`config.mk`:
```
export PLATFORM = sky130hd
export DESIGN_NAME = control_transfer_decoder
export DESIGN_NICKNAME = d
export VERILOG_FILES = /design/src/design/ctd_pkg.sv /design/src/design/ctd_if.sv /design/src/design/control_transfer_decoder.sv /design/src/design/opcode_decode.sv /design/src/design/pc_target.sv
export SDC_FILE = /design/constraint.sdc
export NUM_CORES = 1
export LEC_CHECK = 0
export BUFFER_PORTS_ARGS = -buffer_cell sky130_fd_sc_hd__buf_2
export CORE_MARGIN = 3
export CORE_UTILIZATION = 57
export CTS_CLUSTER_SIZE = 28
export DETAILED_ROUTE_END_ITERATION = 10
export HOLD_SLACK_MARGIN = 0.05
export MAX_ROUTING_LAYER = met4
export PLACE_DENSITY_LB_ADDON = 0.05
export SLEW_MARGIN = 20
export SYNTH_ARGS = -nofsm -noshare
export SYNTH_HDL_FRONTEND = slang
export SYNTH_SLANG_ARGS = --single-unit
export TNS_END_PERCENT = 50
```
`constraint.sdc`:
```
create_clock -name core_clk_i -period 4.35 [get_ports core_clk_i]
set_clock_uncertainty 0.15 [all_clocks]
set_input_delay 0.87 -clock core_clk_i [delete_from_list [all_inputs] [get_ports core_clk_i]]
set_output_delay 0.87 -clock core_clk_i [all_outputs]
set_load 0.01 [all_outputs]
```
`src/design/ctd_pkg.sv`:
```
// Opcodes, lengths and types shared by the control-transfer decoder files
package ctd_pkg;
  localparam logic [4:0] OPC_ABS_LOW = 5'h01;
  localparam logic [7:0] OPC_LONG = 8'h02;
  localparam logic [7:0] OPC_SHORT = 8'h80;
  localparam logic [7:0] OPC_IND = 8'h73;
  localparam logic [7:0] OPC_IRET = 8'h32;
  localparam logic [7:0] OPC_ACC_ZERO = 8'h60;
  localparam logic [7:0] OPC_CBU_IMM = 8'hB4;
  localparam logic [7:0] OPC_CBU_DIR = 8'hB5;
  localparam logic [6:0] OPC_CBU_IND_HI = 7'h5B;
  localparam logic [4:0] OPC_CBU_REG_HI = 5'h17;
  localparam logic [4:0] OPC_DBNZ_REG_HI = 5'h1B;
  localparam logic [7:0] OPC_DBNZ_DIR = 8'hD5;
  localparam logic [1:0] LEN_1 = 2'h1;
  localparam logic [1:0] LEN_2 = 2'h2;
  localparam logic [1:0] LEN_3 = 2'h3;
  localparam logic [15:0] RST_WORD = 16'h0000;
  localparam logic [7:0] RST_BYTE = 8'h00;

  typedef enum logic [3:0] {
    CLS_NONE, CLS_ABS, CLS_LONG, CLS_SHORT, CLS_IND, CLS_CBU_IMM, CLS_CBU_DIR,
    CLS_CBU_IND, CLS_CBU_REG, CLS_DBNZ_REG, CLS_DBNZ_DIR, CLS_ACC_ZERO, CLS_IRET
  } cls_t;

  typedef enum logic [2:0] {S_IDLE, S_PTR, S_OPND, S_POP_HI, S_POP_LO, S_EXEC} st_t;
endpackage

```
`src/design/ctd_if.sv`:
```
// Decode and target-adder signals between the decoder's own modules
`timescale 1ns/1ps
interface ctd_if;
  import ctd_pkg::*;
  logic [7:0] op;
  cls_t cls;
  logic [1:0] len;
  // Held length of the accepted instruction; kept apart from len, which the classifier drives live
  logic [1:0] step;
  logic [15:0] pc;
  logic [7:0] off;
  logic [15:0] seq;
  logic [15:0] rel;
  modport dec (input op, output cls, output len);
  modport tgt (input pc, input step, input off, output seq, output rel);
  modport core (output op, input cls, input len, output step, output pc, output off, input seq, input rel);
endinterface

```
`src/design/control_transfer_decoder.sv`:
```
// Control-transfer instruction decoder and executor
`timescale 1ns/1ps
module control_transfer_decoder
  import ctd_pkg::*;
(
  input wire logic core_clk_i,
  input wire logic srst_i,
  input wire logic instr_valid_i,
  input wire logic [7:0] opcode_i,
  input wire logic [7:0] operand1_i,
  input wire logic [7:0] operand2_i,
  input wire logic [15:0] pc_i,
  input wire logic [7:0] acc_i,
  input wire logic [15:0] data_pointer_i,
  input wire logic [7:0] sp_i,
  input wire logic [1:0] bank_i,
  input wire logic [7:0] rd_data_i,
  output logic instr_ready_o,
  output logic rd_en_o,
  output logic [7:0] rd_addr_o,
  output logic wr_en_o,
  output logic [7:0] wr_addr_o,
  output logic [7:0] wr_data_o,
  output logic pc_we_o,
  output logic [15:0] pc_o,
  output logic carry_we_o,
  output logic carry_o,
  output logic sp_we_o,
  output logic [7:0] sp_o,
  output logic interrupt_return_o,
  output logic done_o
);
  ctd_if bus ();
  opcode_decode u_dec (.d(bus.dec));
  pc_target u_tgt (.t(bus.tgt));

  st_t st;
  st_t next_st;
  cls_t cls_q;
  logic [1:0] len_q;
  logic [7:0] op_q;
  logic [7:0] b1_q;
  logic [7:0] b2_q;
  logic [15:0] pc_q;
  logic [7:0] acc_q;
  logic [15:0] dp_q;
  logic [7:0] sp_q;
  logic [7:0] opnd;
  logic [7:0] pop_hi;

  wire logic accept = instr_ready_o & instr_valid_i;
  wire cls_t dcls = bus.cls;
  wire logic [2:0] reg_sel = (dcls == CLS_CBU_IND) ? {2'b00, opcode_i[0]} : opcode_i[2:0];
  wire logic [7:0] reg_addr = {3'b000, bank_i, reg_sel};
  wire logic d_direct = (dcls == CLS_CBU_DIR) || (dcls == CLS_DBNZ_DIR);
  wire logic d_reg = (dcls == CLS_CBU_REG) || (dcls == CLS_DBNZ_REG);

  assign bus.op = opcode_i;
  assign bus.pc = pc_q;
  assign bus.step = len_q;

  wire logic is_cbu = (cls_q == CLS_CBU_IMM) || (cls_q == CLS_CBU_DIR) ||
                      (cls_q == CLS_CBU_IND) || (cls_q == CLS_CBU_REG);
  wire logic three_rel = is_cbu || (cls_q == CLS_DBNZ_DIR);
  assign bus.off = three_rel ? b2_q : b1_q;

  // Register forms compare the fetched byte; accumulator forms compare acc
  wire logic first_mem = (cls_q == CLS_CBU_IND) || (cls_q == CLS_CBU_REG);
  wire logic second_imm = (cls_q == CLS_CBU_IMM) || first_mem;
  wire logic [7:0] first = first_mem ? opnd : acc_q;
  wire logic [7:0] second = second_imm ? b1_q : opnd;
  wire logic ne = (first != second);
  wire logic lt = (first < second);
  wire logic [7:0] dec_val = opnd - 8'h01;
  wire logic is_dbnz = (cls_q == CLS_DBNZ_REG) || (cls_q == CLS_DBNZ_DIR);

  wire logic take = is_cbu ? ne :
                    is_dbnz ? (dec_val != RST_BYTE) :
                    (cls_q == CLS_ACC_ZERO) ? (acc_q == RST_BYTE) :
                    (cls_q == CLS_SHORT);

  wire logic [15:0] ind_target = acc_q + dp_q;
  wire logic [15:0] next_pc = (cls_q == CLS_ABS) ? {bus.seq[15:11], op_q[7:5], b1_q} :
                              (cls_q == CLS_LONG) ? {b1_q, b2_q} :
                              (cls_q == CLS_IND) ? ind_target :
                              (cls_q == CLS_IRET) ? {pop_hi, opnd} :
                              take ? bus.rel : bus.seq;

  always_comb begin
    next_st = st;
    unique case (st)
      S_IDLE: begin
        if (accept) begin
          if (dcls == CLS_CBU_IND) begin
            next_st = S_PTR;
          end else if (d_direct || d_reg) begin
            next_st = S_OPND;
          end else if (dcls == CLS_IRET) begin
            next_st = S_POP_HI;
          end else begin
            next_st = S_EXEC;
          end
        end
      end
      S_PTR: next_st = S_OPND;
      S_OPND: next_st = S_EXEC;
      S_POP_HI: next_st = S_POP_LO;
      S_POP_LO: next_st = S_EXEC;
      S_EXEC: next_st = S_IDLE;
    endcase
  end

  always_ff @(posedge core_clk_i) begin
    if (srst_i) begin
      st <= S_IDLE;
    end else begin
      st <= next_st;
    end
  end

  // Instruction and datapath snapshot, held until the next acceptance
  always_ff @(posedge core_clk_i) begin
    if (srst_i) begin
      cls_q <= CLS_NONE;
      len_q <= LEN_1;
      op_q <= RST_BYTE;
      b1_q <= RST_BYTE;
      b2_q <= RST_BYTE;
      pc_q <= RST_WORD;
      acc_q <= RST_BYTE;
      dp_q <= RST_WORD;
      sp_q <= RST_BYTE;
    end else if (accept) begin
      cls_q <= dcls;
      len_q <= bus.len;
      op_q <= opcode_i;
      b1_q <= operand1_i;
      b2_q <= operand2_i;
      pc_q <= pc_i;
      acc_q <= acc_i;
      dp_q <= data_pointer_i;
      sp_q <= sp_i;
    end
  end

  // Read port: rd_data_i is taken at the edge that ends each rd_en_o cycle
  always_ff @(posedge core_clk_i) begin
    if (srst_i) begin
      rd_en_o <= 1'b0;
      rd_addr_o <= RST_BYTE;
    end else begin
      rd_en_o <= 1'b0;
      if (accept && (dcls == CLS_CBU_IND || d_reg)) begin
        rd_en_o <= 1'b1;
        rd_addr_o <= reg_addr;
      end else if (accept && d_direct) begin
        rd_en_o <= 1'b1;
        rd_addr_o <= operand1_i;
      end else if (accept && dcls == CLS_IRET) begin
        rd_en_o <= 1'b1;
        rd_addr_o <= sp_i;
      end else if (st == S_PTR) begin
        rd_en_o <= 1'b1;
        rd_addr_o <= rd_data_i;
      end else if (st == S_POP_HI) begin
        rd_en_o <= 1'b1;
        rd_addr_o <= sp_q - 8'h01;
      end
    end
  end

  always_ff @(posedge core_clk_i) begin
    if (srst_i) begin
      opnd <= RST_BYTE;
      pop_hi <= RST_BYTE;
    end else if (st == S_OPND || st == S_POP_LO) begin
      opnd <= rd_data_i;
    end else if (st == S_POP_HI) begin
      pop_hi <= rd_data_i;
    end
  end

  always_ff @(posedge core_clk_i) begin
    if (srst_i) begin
      instr_ready_o <= 1'b0;
    end else begin
      instr_ready_o <= (next_st == S_IDLE) && !accept;
    end
  end

  // One-cycle result pulses; unknown opcodes only raise done_o
  always_ff @(posedge core_clk_i) begin
    if (srst_i) begin
      pc_we_o <= 1'b0;
      pc_o <= RST_WORD;
      carry_we_o <= 1'b0;
      carry_o <= 1'b0;
      wr_en_o <= 1'b0;
      wr_addr_o <= RST_BYTE;
      wr_data_o <= RST_BYTE;
      sp_we_o <= 1'b0;
      sp_o <= RST_BYTE;
      interrupt_return_o <= 1'b0;
      done_o <= 1'b0;
    end else begin
      pc_we_o <= 1'b0;
      carry_we_o <= 1'b0;
      wr_en_o <= 1'b0;
      sp_we_o <= 1'b0;
      interrupt_return_o <= 1'b0;
      done_o <= (st == S_EXEC);
      if (st == S_EXEC && cls_q != CLS_NONE) begin
        pc_we_o <= 1'b1;
        pc_o <= next_pc;
        carry_we_o <= is_cbu;
        carry_o <= lt;
        wr_en_o <= is_dbnz;
        wr_addr_o <= rd_addr_o;
        wr_data_o <= dec_val;
        sp_we_o <= (cls_q == CLS_IRET);
        sp_o <= sp_q - 8'h02;
        interrupt_return_o <= (cls_q == CLS_IRET);
      end
    end
  end
endmodule // control_transfer_decoder

```
`src/design/opcode_decode.sv`:
```
// Opcode classifier for the control-transfer group
`timescale 1ns/1ps
module opcode_decode
  import ctd_pkg::*;
(
  ctd_if.dec d
);
  // Bit 7 is the most significant opcode bit in every match below except is_abs, which looks at bits 4:0 only
  wire logic is_abs = (d.op[4:0] == OPC_ABS_LOW);
  wire logic is_cbu_ind = (d.op[7:1] == OPC_CBU_IND_HI);
  wire logic is_cbu_reg = (d.op[7:3] == OPC_CBU_REG_HI);
  wire logic is_dbnz_reg = (d.op[7:3] == OPC_DBNZ_REG_HI);

  assign d.cls = is_abs ? CLS_ABS :
                 (d.op == OPC_LONG) ? CLS_LONG :
                 (d.op == OPC_SHORT) ? CLS_SHORT :
                 (d.op == OPC_IND) ? CLS_IND :
                 (d.op == OPC_CBU_IMM) ? CLS_CBU_IMM :
                 (d.op == OPC_CBU_DIR) ? CLS_CBU_DIR :
                 is_cbu_ind ? CLS_CBU_IND :
                 is_cbu_reg ? CLS_CBU_REG :
                 is_dbnz_reg ? CLS_DBNZ_REG :
                 (d.op == OPC_DBNZ_DIR) ? CLS_DBNZ_DIR :
                 (d.op == OPC_ACC_ZERO) ? CLS_ACC_ZERO :
                 (d.op == OPC_IRET) ? CLS_IRET : CLS_NONE;

  assign d.len = (d.cls == CLS_IND || d.cls == CLS_IRET || d.cls == CLS_NONE) ? LEN_1 :
                 (d.cls == CLS_LONG || d.cls == CLS_CBU_IMM || d.cls == CLS_CBU_DIR ||
                  d.cls == CLS_CBU_IND || d.cls == CLS_CBU_REG || d.cls == CLS_DBNZ_DIR) ? LEN_3 : LEN_2;
endmodule // opcode_decode

```
`src/design/pc_target.sv`:
```
// Sequential and relative program-counter targets
`timescale 1ns/1ps
module pc_target
  import ctd_pkg::*;
(
  ctd_if.tgt t
);
  // Relative offset is signed and applies after the instruction length
  assign t.seq = t.pc + {14'h0000, t.step};
  assign t.rel = t.seq + {{8{t.off[7]}}, t.off};
endmodule // pc_target
```
# [Word level (Yosys, flattened, before mapping)]
# Cells that the tools add are included.
[totals] register_bits=153 in_bits=85 output_inout_bits=57 elab_cells=154
[op_classes] n_addsub=6 order_cmp=1 n_eq_ne=39 muxes=42 bitwise_logic=3 n_reduce_logical=37
[op_table] cell="two-way mux 16 bit" n=5
[op_table] cell="two-way mux 8 bit" n=7
[op_table] cell="two-way mux 4 bit" n=12
[op_table] cell="equality test 4 bit (second input constant)" n=9
[op_table] cell="equality test 4 x 3 -> 1 bit (second input constant)" n=8
[op_table] cell="equality test 8 bit (second input constant)" n=4
[op_table] cell="logical OR 1 bit" n=19
[op_table] cell="adder 16 bit" n=1
[op_table] cell="adder 16 x 2 -> 16 bit" n=1
[op_table] cell="adder 8 x 16 -> 16 bit" n=1
[op_table] cell="equality test 8 x 7 -> 1 bit (second input constant)" n=2
[op_table] cell="subtractor 8 x 1 -> 8 bit (second input constant)" n=2
[op_table] cell="two-way mux 3 bit" n=5
[op_table] cell="one-hot mux 3 bit (5 select lines)" n=1
[op_table] cell="equality test 4 x 2 -> 1 bit (second input constant)" n=3
[op_table] cell="equality test 5 bit (second input constant)" n=2
[op_table] cell="two-way mux 1 bit" n=10
[op_table] cell="equality test 8 x 2 -> 1 bit (second input constant)" n=1
[op_table] cell="equality test 8 x 6 -> 1 bit (second input constant)" n=1
[op_table] cell="logical NOT 8 bit" n=1
[op_table] cell="< comparator 8 bit" n=1
[op_table] cell="inequality test 8 bit" n=1
[op_table] cell="nonzero test 4 bit" n=2
[op_table] cell="nonzero test 8 bit" n=1
[op_table] cell="18 further kinds" n=28

# [Longest topological paths before layout]
# Gate-level depths: netlist (run 1).
[depth] word_depth=22 depth_mapped=18 depth_no_buf=16

# [Hierarchy]
# Synthesis (run 1) repeated with hierarchy kept, for this count alone.
[hier_totals] hier_cells=1274 area_unflattened_um2=9686.8
[by_module_without_submodules] mod="control_transfer_decoder" instances=1 cells_each=1089 area_per_inst_um2=8350.5 seq_area_each_um2=2962.8
[by_module_without_submodules] mod="pc_target" instances=1 cells_each=141 area_per_inst_um2=1026.0 seq_area_each_um2=0.0
[by_module_without_submodules] mod="opcode_decode" instances=1 cells_each=44 area_per_inst_um2=310.3 seq_area_each_um2=0.0

# [Worst setup path after synthesis (run 1)]
# No wires, ideal clock.
[synth_timing] path_type="register to register" startpoint="reg cls_q[3]" endpoint="reg pc_o[12]" setup_ps=91 arrival_ps=3567 required_time_ps=4109 setup_slack_ps=542 stages_incl_launch_ff=18 n_path_buf=2 synth_period_minus_slack_ps=3808 cell_sequence="dfxtp_1 > clkbuf_1 > nand2b_1 > o21a_1 > buf_2 > mux2_2 > ha_1 > inv_1 > fa_1 > nor2b_1 > o21ai_0 > a21oi_1 > o21ai_1 > o2111a_1 > or3_1 > xor2_1 > mux2_2 > a311oi_1"
[synth_between] elab_chain_len=12 word_cells_on_any_way=34 cone_classes="add/sub: 1; eq/ne: 13; mux: 11; reduce/logical: 9"
[synth_lines] element="start, declared" line_no="control_transfer_decoder.sv:39" text="cls_t cls_q;"
[synth_lines] element="start signal, assigned" line_no="control_transfer_decoder.sv:134" text="cls_q <= dcls;"
[synth_lines] element="equality test 4 x 3 -> 1 bit, on equally long branches" line_no="control_transfer_decoder.sv:62, control_transfer_decoder.sv:69"
[synth_lines] element="logical OR 1 bit (2 in a row)" line_no="control_transfer_decoder.sv:62" text="wire logic is_cbu = (cls_q == CLS_CBU_IMM) || (cls_q == CLS_CBU_DIR) ||"
[synth_lines] element="logical OR 1 bit" line_no="control_transfer_decoder.sv:63" text="(cls_q == CLS_CBU_IND) || (cls_q == CLS_CBU_REG);"
[synth_lines] element="logical OR 1 bit" line_no="control_transfer_decoder.sv:64" text="wire logic three_rel = is_cbu || (cls_q == CLS_DBNZ_DIR);"
[synth_lines] element="two-way mux 8 bit" line_no="control_transfer_decoder.sv:65" text="assign bus.off = three_rel ? b2_q : b1_q;"
[synth_lines] element="adder 16 bit" line_no="pc_target.sv:10" text="assign t.rel = t.seq + {{8{t.off[7]}}, t.off};"
[synth_lines] element="two-way mux 16 bit" line_no="control_transfer_decoder.sv:87" text="take ? bus.rel : bus.seq;"
[synth_lines] element="two-way mux 16 bit" line_no="control_transfer_decoder.sv:86" text="(cls_q == CLS_IRET) ? {pop_hi, opnd} :"
[synth_lines] element="two-way mux 16 bit" line_no="control_transfer_decoder.sv:85" text="(cls_q == CLS_IND) ? ind_target :"
[synth_lines] element="two-way mux 16 bit" line_no="control_transfer_decoder.sv:84" text="(cls_q == CLS_LONG) ? {b1_q, b2_q} :"
[synth_lines] element="two-way mux 16 bit" line_no="control_transfer_decoder.sv:83" text="wire logic [15:0] next_pc = (cls_q == CLS_ABS) ? {bus.seq[15:11], op_q[7:5], b1_q} :"
[synth_lines] element="end signal, assigned" line_no="control_transfer_decoder.sv:214" text="pc_o <= next_pc;"
[synth_lines] element="end, declared" line_no="control_transfer_decoder.sv:25" text="output logic [15:0] pc_o,"
# Several ways; a longest one is shown, not always the timed one.
# A chain may end at the register's enable or synchronous reset.

# [Final worst setup path (run 1)]
[layout_timing] startpoint="reg cls_q[2]" endpoint="reg pc_o[12]"
# The elaborated chain is that of the path after synthesis.

==> reports/metrics.yaml, run 1 <==
post_cts_buffers: 0
ys_warn_count: 0
die_y_um: 130
cts_num_sinks: 148
vias_per_cell: 5.88
async_flop_share_pct: 0
grt_pass1_vias: 7726
finalHoldViolCount: 0
min-delay-path-class: "reg -> reg"
period_needed_ns: 4.13
top_usage_layer: "met2"
pwr-share-clk_pct: 30.3
die_w_um: 130
cts_tree: "built"
p_int_w: 0.00297
ctsLongestPathBuffers: 2
gp_congestion: 0.949
worst_pin_slew_ns: 1.02
timing.final.crit_share_pct: 94.9
synth_edf_count: 0
drt_iter0_drc: 652
rows: 44
slew_headroom_pct: 32.1
grt_max_degree: 86
ir_drop_v: 0.000338
die_area_mm2: 0.0169
clk-insertion-delay-late_ns: 0.42
place_worst_setup_slack_ns: 0.154
postSynthCellCount: 1153
critPathMaxFanout: 11
r2r_start: "cls_q[2]"
p_leak_nw: 4.12
firstDrtPassIters: 5
cp-end-kind: "flop"
initial_core_util_pct: 59.3
synth_nets: 1279
use_met1_pct: 43.3
ys_seq_area_share_pct: 33.9
grtUsageMet2_pct: 46.8
antenna_found_initial: 1
io_pins: 142
slew_viol_final: 0
required_ns: 4.53
max_freq_mhz: 242
wl_per_cell_um: 17.8
ys_seq_elements: 148
rsz0062_at_grt: "no"
antenna_left: 0
design.core.area_mm2: 0.0148
overflow: 0
swShare_pct: 37.5
hpwl_mm: 19.2
start_kind: "flop"
cts_buffers: 17
synth_ff_type: "dfxtp_1"
crit_type: "reg -> reg"
cap_violations: 0
cts.clk_slew.worst_paths_ns: 0.06
startpoint: "cls_q[2]"
htree_num_levels: 4
power_frac_seq_pct: 36.0
status: "completed"
grt_util_met3_pct: 7.33
port_buffers: 141
ys_types: 61
timing.hold.ws_ns: 0.302
setup_tns_ns: 0
avgSynthCellArea_um2: 7.59
fill_cells: 1348
worstHoldStart: "pc_o[2]"
hold_buffers: 0
finalWirelength_mm: 25.7
final_common_cell: "nand2_1"
layout_common_cells: "nand2_1 (239), a21oi_1 (149), dfxtp_1 (147)"
drt_drc_violations_left: 0
nets: 1372
grt_pass1_wl_mm: 40.6
netSwitchingPower_w: 0.00179
p_total_w: 0.00476
setup_viol: 0
power.density_mw_per_mm2: 473
grtUsageTotal_pct: 31.7
area_delta_synth_final_pct: 15.2
via_count: 8493
worstPathArrival_ns: 4.31
netlist_area_mm2: 0.00875
cts_root_buf: "clkbuf_16"
worst_slack_ns: 0.223
combPwrFrac_pct: 33.6
drive_above_1_share_pct: 17.7
-- power groups by stage --
stage	registers [W]	clock network [W]	logic (W)
3_3_place_gp	0.00174	0	0.00156
6_report	0.00172	0.00145	0.00160
4_1_cts	0.00171	0.00145	0.00159
3_5_place_dp	0.00174	0	0.00157
2_1_floorplan	0.00164	0	0.00123
5_1_grt	0.00174	0.00153	0.00178
-- routing by layer --
layer	up-vias	share of wire, %
met4	0	2.9
met1	3947	47
met2	295	43
met3	51	6.8
li1	4200	-
met5	-	0
-- cell usage after synthesis, drive strengths merged, types with 18 or more instances --
| cell | count | share of area (%) |
|---|---|---|
| nor2 | 86 | 3.7 |
| nor3 | 23 | 1.3 |
| ha | 38 | 5.4 |
| xor2 | 20 | 2.0 |
| mux2i | 36 | 4.1 |
| a211oi | 32 | 2.7 |
| inv | 21 | 0.90 |
| mux2 | 18 | 2.3 |
| o21ai | 50 | 2.9 |
| a21oi | 150 | 8.6 |
| clkbuf | 70 | 3.0 |
| nand2 | 240 | 10 |
| nand3 | 23 | 1.3 |
| dfxtp | 148 | 34 |
| xnor2 | 40 | 4.0 |
-- cell type report --
class,instances,area [um^2],area share [%]
Clock buffer,18,439,4.36
Sequential cell,148,2960,29.4
Clock inverter,14,140,1.39
Tap cell,184,230,2.29
Antenna cell,1,2.50,0.0248
Multi-Input combinational cell,899,5380,53.4
Inverter,21,78.8,0.783
Timing Repair Buffer,159,843,8.37
-- state kept, by name (all words and copies together), names as in the netlist, 8 cells and up --
name       count
opnd           8
sp_o           8
bus.pc        16
wr_data_o      8
dp_q          16
wr_addr_o      8
rd_addr_o      8
b1_q           8
pc_o          16
acc_q          8
pop_hi         8
sp_q           8
b2_q           8
-- cell families (layout without fill, tap and decap cells) --
family	Yosys count	after routing	share of synthesized area [%]
xor+xnor	60	60	6.01
buf+inv	106	212	4.86
flops	148	148	33.9
other cells	0	1	0
compound gates	290	290	19.6
mux	54	54	6.44
simple gates	454	454	23.1
fa+ha+maj	41	41	6.12
-- through the flow --
| stage | utilization [%] | instance area [um^2] | cells |
|---|---|---|---|
| 2_1_floorplan | - | 8750 | 1153 |
| 3_3_place_gp | 64.3 | 9490 | 1411 |
| 3_5_place_dp | 64.3 | 9490 | 1411 |
| 4_1_cts | 68.2 | 10100 | 1443 |
| 5_1_grt | 68.3 | 10100 | 1444 |
| 6_report | 68.3 | 10100 | 1444 |
-- timing repair --
| action | in CTS | in global routing |
|---|---|---|
| endpoints found under the setup margin | 0 | 2 |
| hold endpoints to repair | 0 | 0 |
| resized for setup | 0 | 2 |
-- critical path: stages (launching register included) --
cell      delay, ns
dfxtp_2        0.43
nor2b_1        0.24
o21ai_0        0.17
o21a_2         0.23
mux2_2         0.26
ha_1           0.18
inv_1          0.06
fa_1           0.41
nor2b_1        0.12
o21ai_0        0.11
a21oi_1        0.23
o21ai_1        0.16
o2111a_1       0.27
or3_1          0.36
xor2_1         0.15
mux2_2         0.26
a311oi_1       0.25
-- final timing paths --
kind	cells past startpoint	to	slack, ns
setup / recovery	16	pc_o[12]	0.22
hold / removal	2	pc_o[2]	0.30
setup reg to reg	16	pc_o[12]	0.22
hold reg to reg	2	pc_o[2]	0.30
Power figures use the tool's default switching activity.
==> inputs of run 2 (changes only) <==
- CORE_UTILIZATION: 57 -> 52
==> run 2 against run 1 <==
Clock power down 8%. Fmax rose by 3.5%. Global-route usage decreased by 1.4 points. Register-to-register slack improved by 0.14 ns. Via count decreased by 0.48%. Critical endpoint unchanged.
==> reports/metrics.yaml, run 2 (synthesis results as in run 1) <==
status: "completed"  # unchanged
grt_pass1_vias: 7701  # was 7,726
htree_num_levels: 4  # unchanged
required_ns: 4.53  # about the same
power.density_mw_per_mm2: 463  # was 473 mW/mm^2
port_buffers: 141  # unchanged
worstPathArrival_ns: 4.17  # was 4.31 ns
finalHoldViolCount: 0  # unchanged
crit_type: "reg -> reg"  # unchanged
die_y_um: 136  # was 130 um
slowest_stage: "fa_1"  # was dfxtp_2
period_needed_ns: 3.99  # was 4.13 ns
area_delta_synth_final_pct: 15.4  # was 15.2%
final_common_cell: "nand2_1"  # unchanged
cts_buffers: 17  # unchanged
p_leak_nw: 4.11  # was 4.12 nW
path_cells: "nor2b_1 -> o21ai_0 -> o21a_2 -> mux2_2 -> ha_1 -> inv_1 -> fa_1 -> nor2b_1 -> o21ai_0 -> a21oi_1 -> o21ai_1 -> o2111a_1 -> or3_1 -> xor2_1 -> mux2_2 -> a311oi_1"  # unchanged
cp-end-kind: "flop"  # unchanged
slew_headroom_pct: 32.4  # was 32.1%
antenna_left: 0  # unchanged
initial_core_util_pct: 54.1  # was 59.3%
cts_num_sinks: 148  # unchanged
grtUsageTotal_pct: 30.3  # was 31.7%
hpwl_mm: 20.2  # was 19.2 mm
drive_above_1_share_pct: 17.8  # was 17.7%
cts_tree: "built"  # unchanged
io_pins: 142  # unchanged
max_freq_mhz: 251  # was 242 MHz
layout_common_cells: "nand2_1 (239), a21oi_1 (149), dfxtp_1 (148)"  # was nand2_1 (239), a21oi_1 (149), dfxtp_1 (147)
timing.final.crit_share_pct: 91.7  # was 94.9%
cap_violations: 0  # unchanged
critPathMaxFanout: 8  # was 11
clk-insertion-delay-late_ns: 0.43  # was 0.42 ns
cts_root_buf: "clkbuf_16"  # unchanged
slew_viol_final: 0  # unchanged
design.core.area_mm2: 0.0162  # was 0.0148 mm^2
overflow: 0  # unchanged
drt_drc_violations_left: 0  # unchanged
rows: 46  # was 44
antenna_found_initial: 0  # was 1
vias_per_cell: 5.72  # was 5.88
via_count: 8452  # was 8,493
grt_max_degree: 88  # was 86
min-delay-path-class: "reg -> reg"  # unchanged
setup_tns_ns: 0  # unchanged
start_kind: "flop"  # unchanged
nets: 1376  # was 1,372
die_w_um: 136  # was 130 um
finalWirelength_mm: 27.1  # was 25.7 mm
slowest_delay_ns: 0.41  # was 0.43 ns
wl_per_cell_um: 18.4  # was 17.8 um
grt_pass1_wl_mm: 42.1  # was 40.6 mm
worst_pin_slew_ns: 1.01  # was 1.02 ns
cts.clk_slew.worst_paths_ns: 0.06  # about the same
antenna_cells: 0  # was 1
gp_congestion: 0.940  # was 0.949
finalNonFillerCells: 1477  # was 1,444
ir_drop_v: 0.000335  # was 0.000338 V
rsz0062_at_grt: "no"  # unchanged
drt_iter0_drc: 630  # was 652
ctsLongestPathBuffers: 2  # unchanged
place_inst: 1447  # was 1,411
setup_viol: 0  # unchanged
die_area_mm2: 0.0184  # was 0.0169 mm^2
firstDrtPassIters: 5  # unchanged
==> run 2: critical path: cells and delay by family, from the launching register on <==
kind | cells | cell delay, ns
compound gates | 7 | 1.40
xor+xnor | 1 | 0.15
fa+ha+maj | 2 | 0.60
buf+inv | 1 | 0.07
flops | 1 | 0.33
mux | 2 | 0.51
simple gates | 3 | 0.69
==> run 2: stage by stage <==
stage / instance area (um^2) / power (W) / utilization [%] / setup slack, ns / hold slack, ns
global route: 10100 / 0.00497 / 62.4 / 0.00439 / 0.318
detailed placement: 9570 / 0.00334 / 59.1 / 0.341 / 0.295
CTS: 10100 / 0.00467 / 62.4 / 0.275 / 0.304
finish: 10100 / 0.00468 / 62.4 / 0.362 / 0.300
global placement: 9570 / 0.00333 / 59.1 / 0.418 / 0.289
floorplan: 8750 / 0.00287 / - / 0.542 / 0.282
==> run 2: path summary, 6_finish.rpt <==
kind,to,cells after the start,slack (ns),start
setup / recovery,pc_o[12],16,0.36,cls_q[2]
hold / removal,wr_addr_o[7],2,0.30,wr_addr_o[7]
setup reg to reg,pc_o[12],16,0.36,cls_q[2]
hold reg to reg,wr_addr_o[7],2,0.30,wr_addr_o[7]
==> run 2: power by group <==
| group | switching, W | internal [W] | total, W |
|---|---|---|---|
| clock | 0.000598 | 0.000739 | 0.00134 |
| combinational | 0.000985 | 0.000662 | 0.00165 |
| sequential | 0.000189 | 0.00150 | 0.00169 |
| total | 0.00177 | 0.00290 | 0.00468 |
==> run 2: repair_timing <==
action | CTS | global route
resized for setup | 0 | 1
hold buffers | 0 | 0
setup buffers | 0 | 0
endpoints found under the hold margin | 0 | 0
setup endpoints to repair | 0 | 2
==> run 2: layout make-up <==
type	count	area, um^2
flip-flops and latches	148	2960
clock buffers	19	443
well taps	216	270
multi-input cells	899	5380
inverters	21	78.8
clock inverters	11	81.3
fillers	1533	6080
repair buffers	163	873
==> run 2: per-layer routing <==
metal / GRT usage [%] / vias up / share of wire (%)
li1: - / 4205 / -
met1: 41.4 / 3885 / 46
met2: 44.1 / 313 / 44
met3: 6.91 / 49 / 7.8
met4: 11.1 / 0 / 2.9
met5: - / - / 0
==> inputs of run 3 (changes only) <==
==> constraint.sdc (replaced) <==
create_clock -name core_clk_i -period 4.35 [get_ports core_clk_i]
set_clock_uncertainty 0.15 [all_clocks]
set_input_delay 1.305 -clock core_clk_i [delete_from_list [all_inputs] [get_ports core_clk_i]]
set_output_delay 1.305 -clock core_clk_i [all_outputs]
set_load 0.01 [all_outputs]
==> run 3 against run 2 <==
Hold slack is essentially flat. Total power is 3.5% higher. Clock power increased by 12%. Utilization is 0.53 points higher. Combinational power hardly changed. Flip-flop and latch count unchanged. Count of clock-buffer cells in the layout increased by 2. Cell count up 0.14%. Wire length decreased by 0.24%. Sequential power is essentially flat. Global-route usage increased by 0.13 points.
==> reports/metrics.yaml, run 3 (synthesis results as in run 1) <==
seq_area_mm2: 0.00296  # about the same
antenna_found_initial: 0  # unchanged
setup_viol: 0  # unchanged
initial_core_util_pct: 54.1  # unchanged
fill_cells: 1534  # was 1,533
period_needed_ns: 3.98  # was 3.99 ns
min-delay-path-class: "reg -> reg"  # unchanged
grtUsageTotal_pct: 30.5  # was 30.3%
ctsLongestPathBuffers: 2  # unchanged
cts_buffers: 17  # unchanged
nets: 1376  # unchanged
ir_drop_v: 0.000340  # was 0.000335 V
critPathMaxFanout: 11  # was 8
power.density_mw_per_mm2: 476  # was 463 mW/mm^2
via_count: 8454  # was 8,452
grt_pass1_wl_mm: 42.3  # was 42.1 mm
design_area_mm2: 0.0102  # was 0.0101 mm^2
cts_tree: "built"  # unchanged
status: "completed"  # unchanged
wl_per_cell_um: 18.3  # was 18.4 um
max_freq_mhz: 251  # about the same
timing.hold.ws_ns: 0.300  # about the same
die_area_mm2: 0.0184  # unchanged
layout_common_cells: "nand2_1 (239), a21oi_1 (149), dfxtp_1 (147)"  # was nand2_1 (239), a21oi_1 (149), dfxtp_1 (148)
finalHoldViolCount: 0  # unchanged
rows: 46  # unchanged
finalWirelength_mm: 27.1  # about the same
placed_cell_area_mm2: 0.00957  # about the same
htree_num_levels: 4  # unchanged
cap_violations: 0  # unchanged
slew_viol_final: 0  # unchanged
cts_num_sinks: 148  # unchanged
drt_iter0_drc: 638  # was 630
post_cts_buffers: 0  # unchanged
antenna_cells: 0  # unchanged
port_buffers: 141  # unchanged
die_y_um: 136  # unchanged
multi_input_area_mm2: 0.00538  # unchanged
timing.final.crit_share_pct: 91.6  # was 91.7%
worstPathArrival_ns: 4.17  # about the same
drt_drc_violations_left: 0  # unchanged
worst_pin_slew_ns: 1.04  # was 1.01 ns
vias_per_cell: 5.72  # about the same
hold_buffers: 0  # unchanged
gp_congestion: 0.979  # was 0.940
setup_tns_ns: 0  # unchanged
clk-insertion-delay-late_ns: 0.44  # was 0.43 ns
p_leak_nw: 4.16  # was 4.11 nW
grt_max_degree: 135  # was 88
antenna_left: 0  # unchanged
die_w_um: 136  # unchanged
io_pins: 142  # unchanged
cp-end-kind: "flop"  # unchanged
overflow: 0  # unchanged
final_common_cell: "nand2_1"  # unchanged
firstDrtPassIters: 7  # was 5
drive_above_1_share_pct: 18.1  # was 17.8%
design.core.area_mm2: 0.0162  # unchanged
cts.clk_slew.worst_paths_ns: 0.06  # about the same
place_worst_setup_slack_ns: 0.228  # was 0.341 ns
worst_slack_ns: 0.367  # was 0.362 ns
crit_type: "reg -> reg"  # unchanged
start_kind: "flop"  # unchanged
required_ns: 4.54  # was 4.53 ns
hpwl_mm: 20.0  # was 20.2 mm
rsz0062_at_grt: "no"  # unchanged
area_delta_synth_final_pct: 16.3  # was 15.4%
fin_util_pct: 62.9  # was 62.4%
grt_pass1_vias: 7701  # unchanged
slew_headroom_pct: 30.9  # was 32.4%
cts_root_buf: "clkbuf_16"  # unchanged
[run 3: metrics by stage]
| stage | total power (W) | std cells |
|---|---|---|
| 3_5_place_dp | 0.00334 | 1447 |
| 3_3_place_gp | 0.00333 | 1447 |
| 4_1_cts | 0.00484 | 1479 |
| 5_1_grt | 0.00511 | 1479 |
| 6_report | 0.00484 | 1479 |
| 2_1_floorplan | 0.00287 | 1153 |
[run 3: layout make-up]
class / instances / share of cell area (%)
multi-input combinational: 899 / 52.9
sequential: 148 / 29.1
timing repair buffer: 163 / 8.71
clock buffer: 21 / 4.72
tap: 216 / 2.66
clock inverter: 11 / 1.13
inverter: 21 / 0.775
[run 3: worst paths after layout]
path | end | cells after the start | slack [ns] | startpoint
setup / recovery | pc_o[12] | 16 | 0.37 | cls_q[2]
hold / removal | pc_o[2] | 2 | 0.30 | pc_o[2]
setup reg to reg | pc_o[12] | 16 | 0.37 | cls_q[2]
hold reg to reg | pc_o[2] | 2 | 0.30 | pc_o[2]
[run 3: routing by layer]
layer	up-vias	global-route usage, %	routed length [um]
met1	3894	42.2	12500
met5	-	-	0
met2	319	45.0	12100
met3	35	5.91	1970
met4	0	9.46	487
li1	4206	-	-
[run 3: critical path: stages, from the launching register on]
cell,delay (ns)
dfxtp_2,0.41
nor2b_2,0.21
o21ai_0,0.14
o21a_1,0.18
mux2_2,0.24
ha_1,0.18
inv_1,0.06
fa_1,0.40
nor2b_1,0.12
o21ai_0,0.10
a21oi_1,0.22
o21ai_1,0.16
o2111a_1,0.28
or3_1,0.37
xor2_1,0.15
mux2_2,0.26
a311oi_1,0.26
[run 3: where the power goes]
group,internal (W),switching [W]
sequential,0.00150,0.000188
clock,0.000862,0.000637
combinational,0.000663,0.000987
[run 3: repair_timing]
action | 4_1_cts | 5_1_grt
endpoints found under the hold margin | 0 | 0
setup endpoints to repair | 0 | 2
resized for setup | 0 | 3
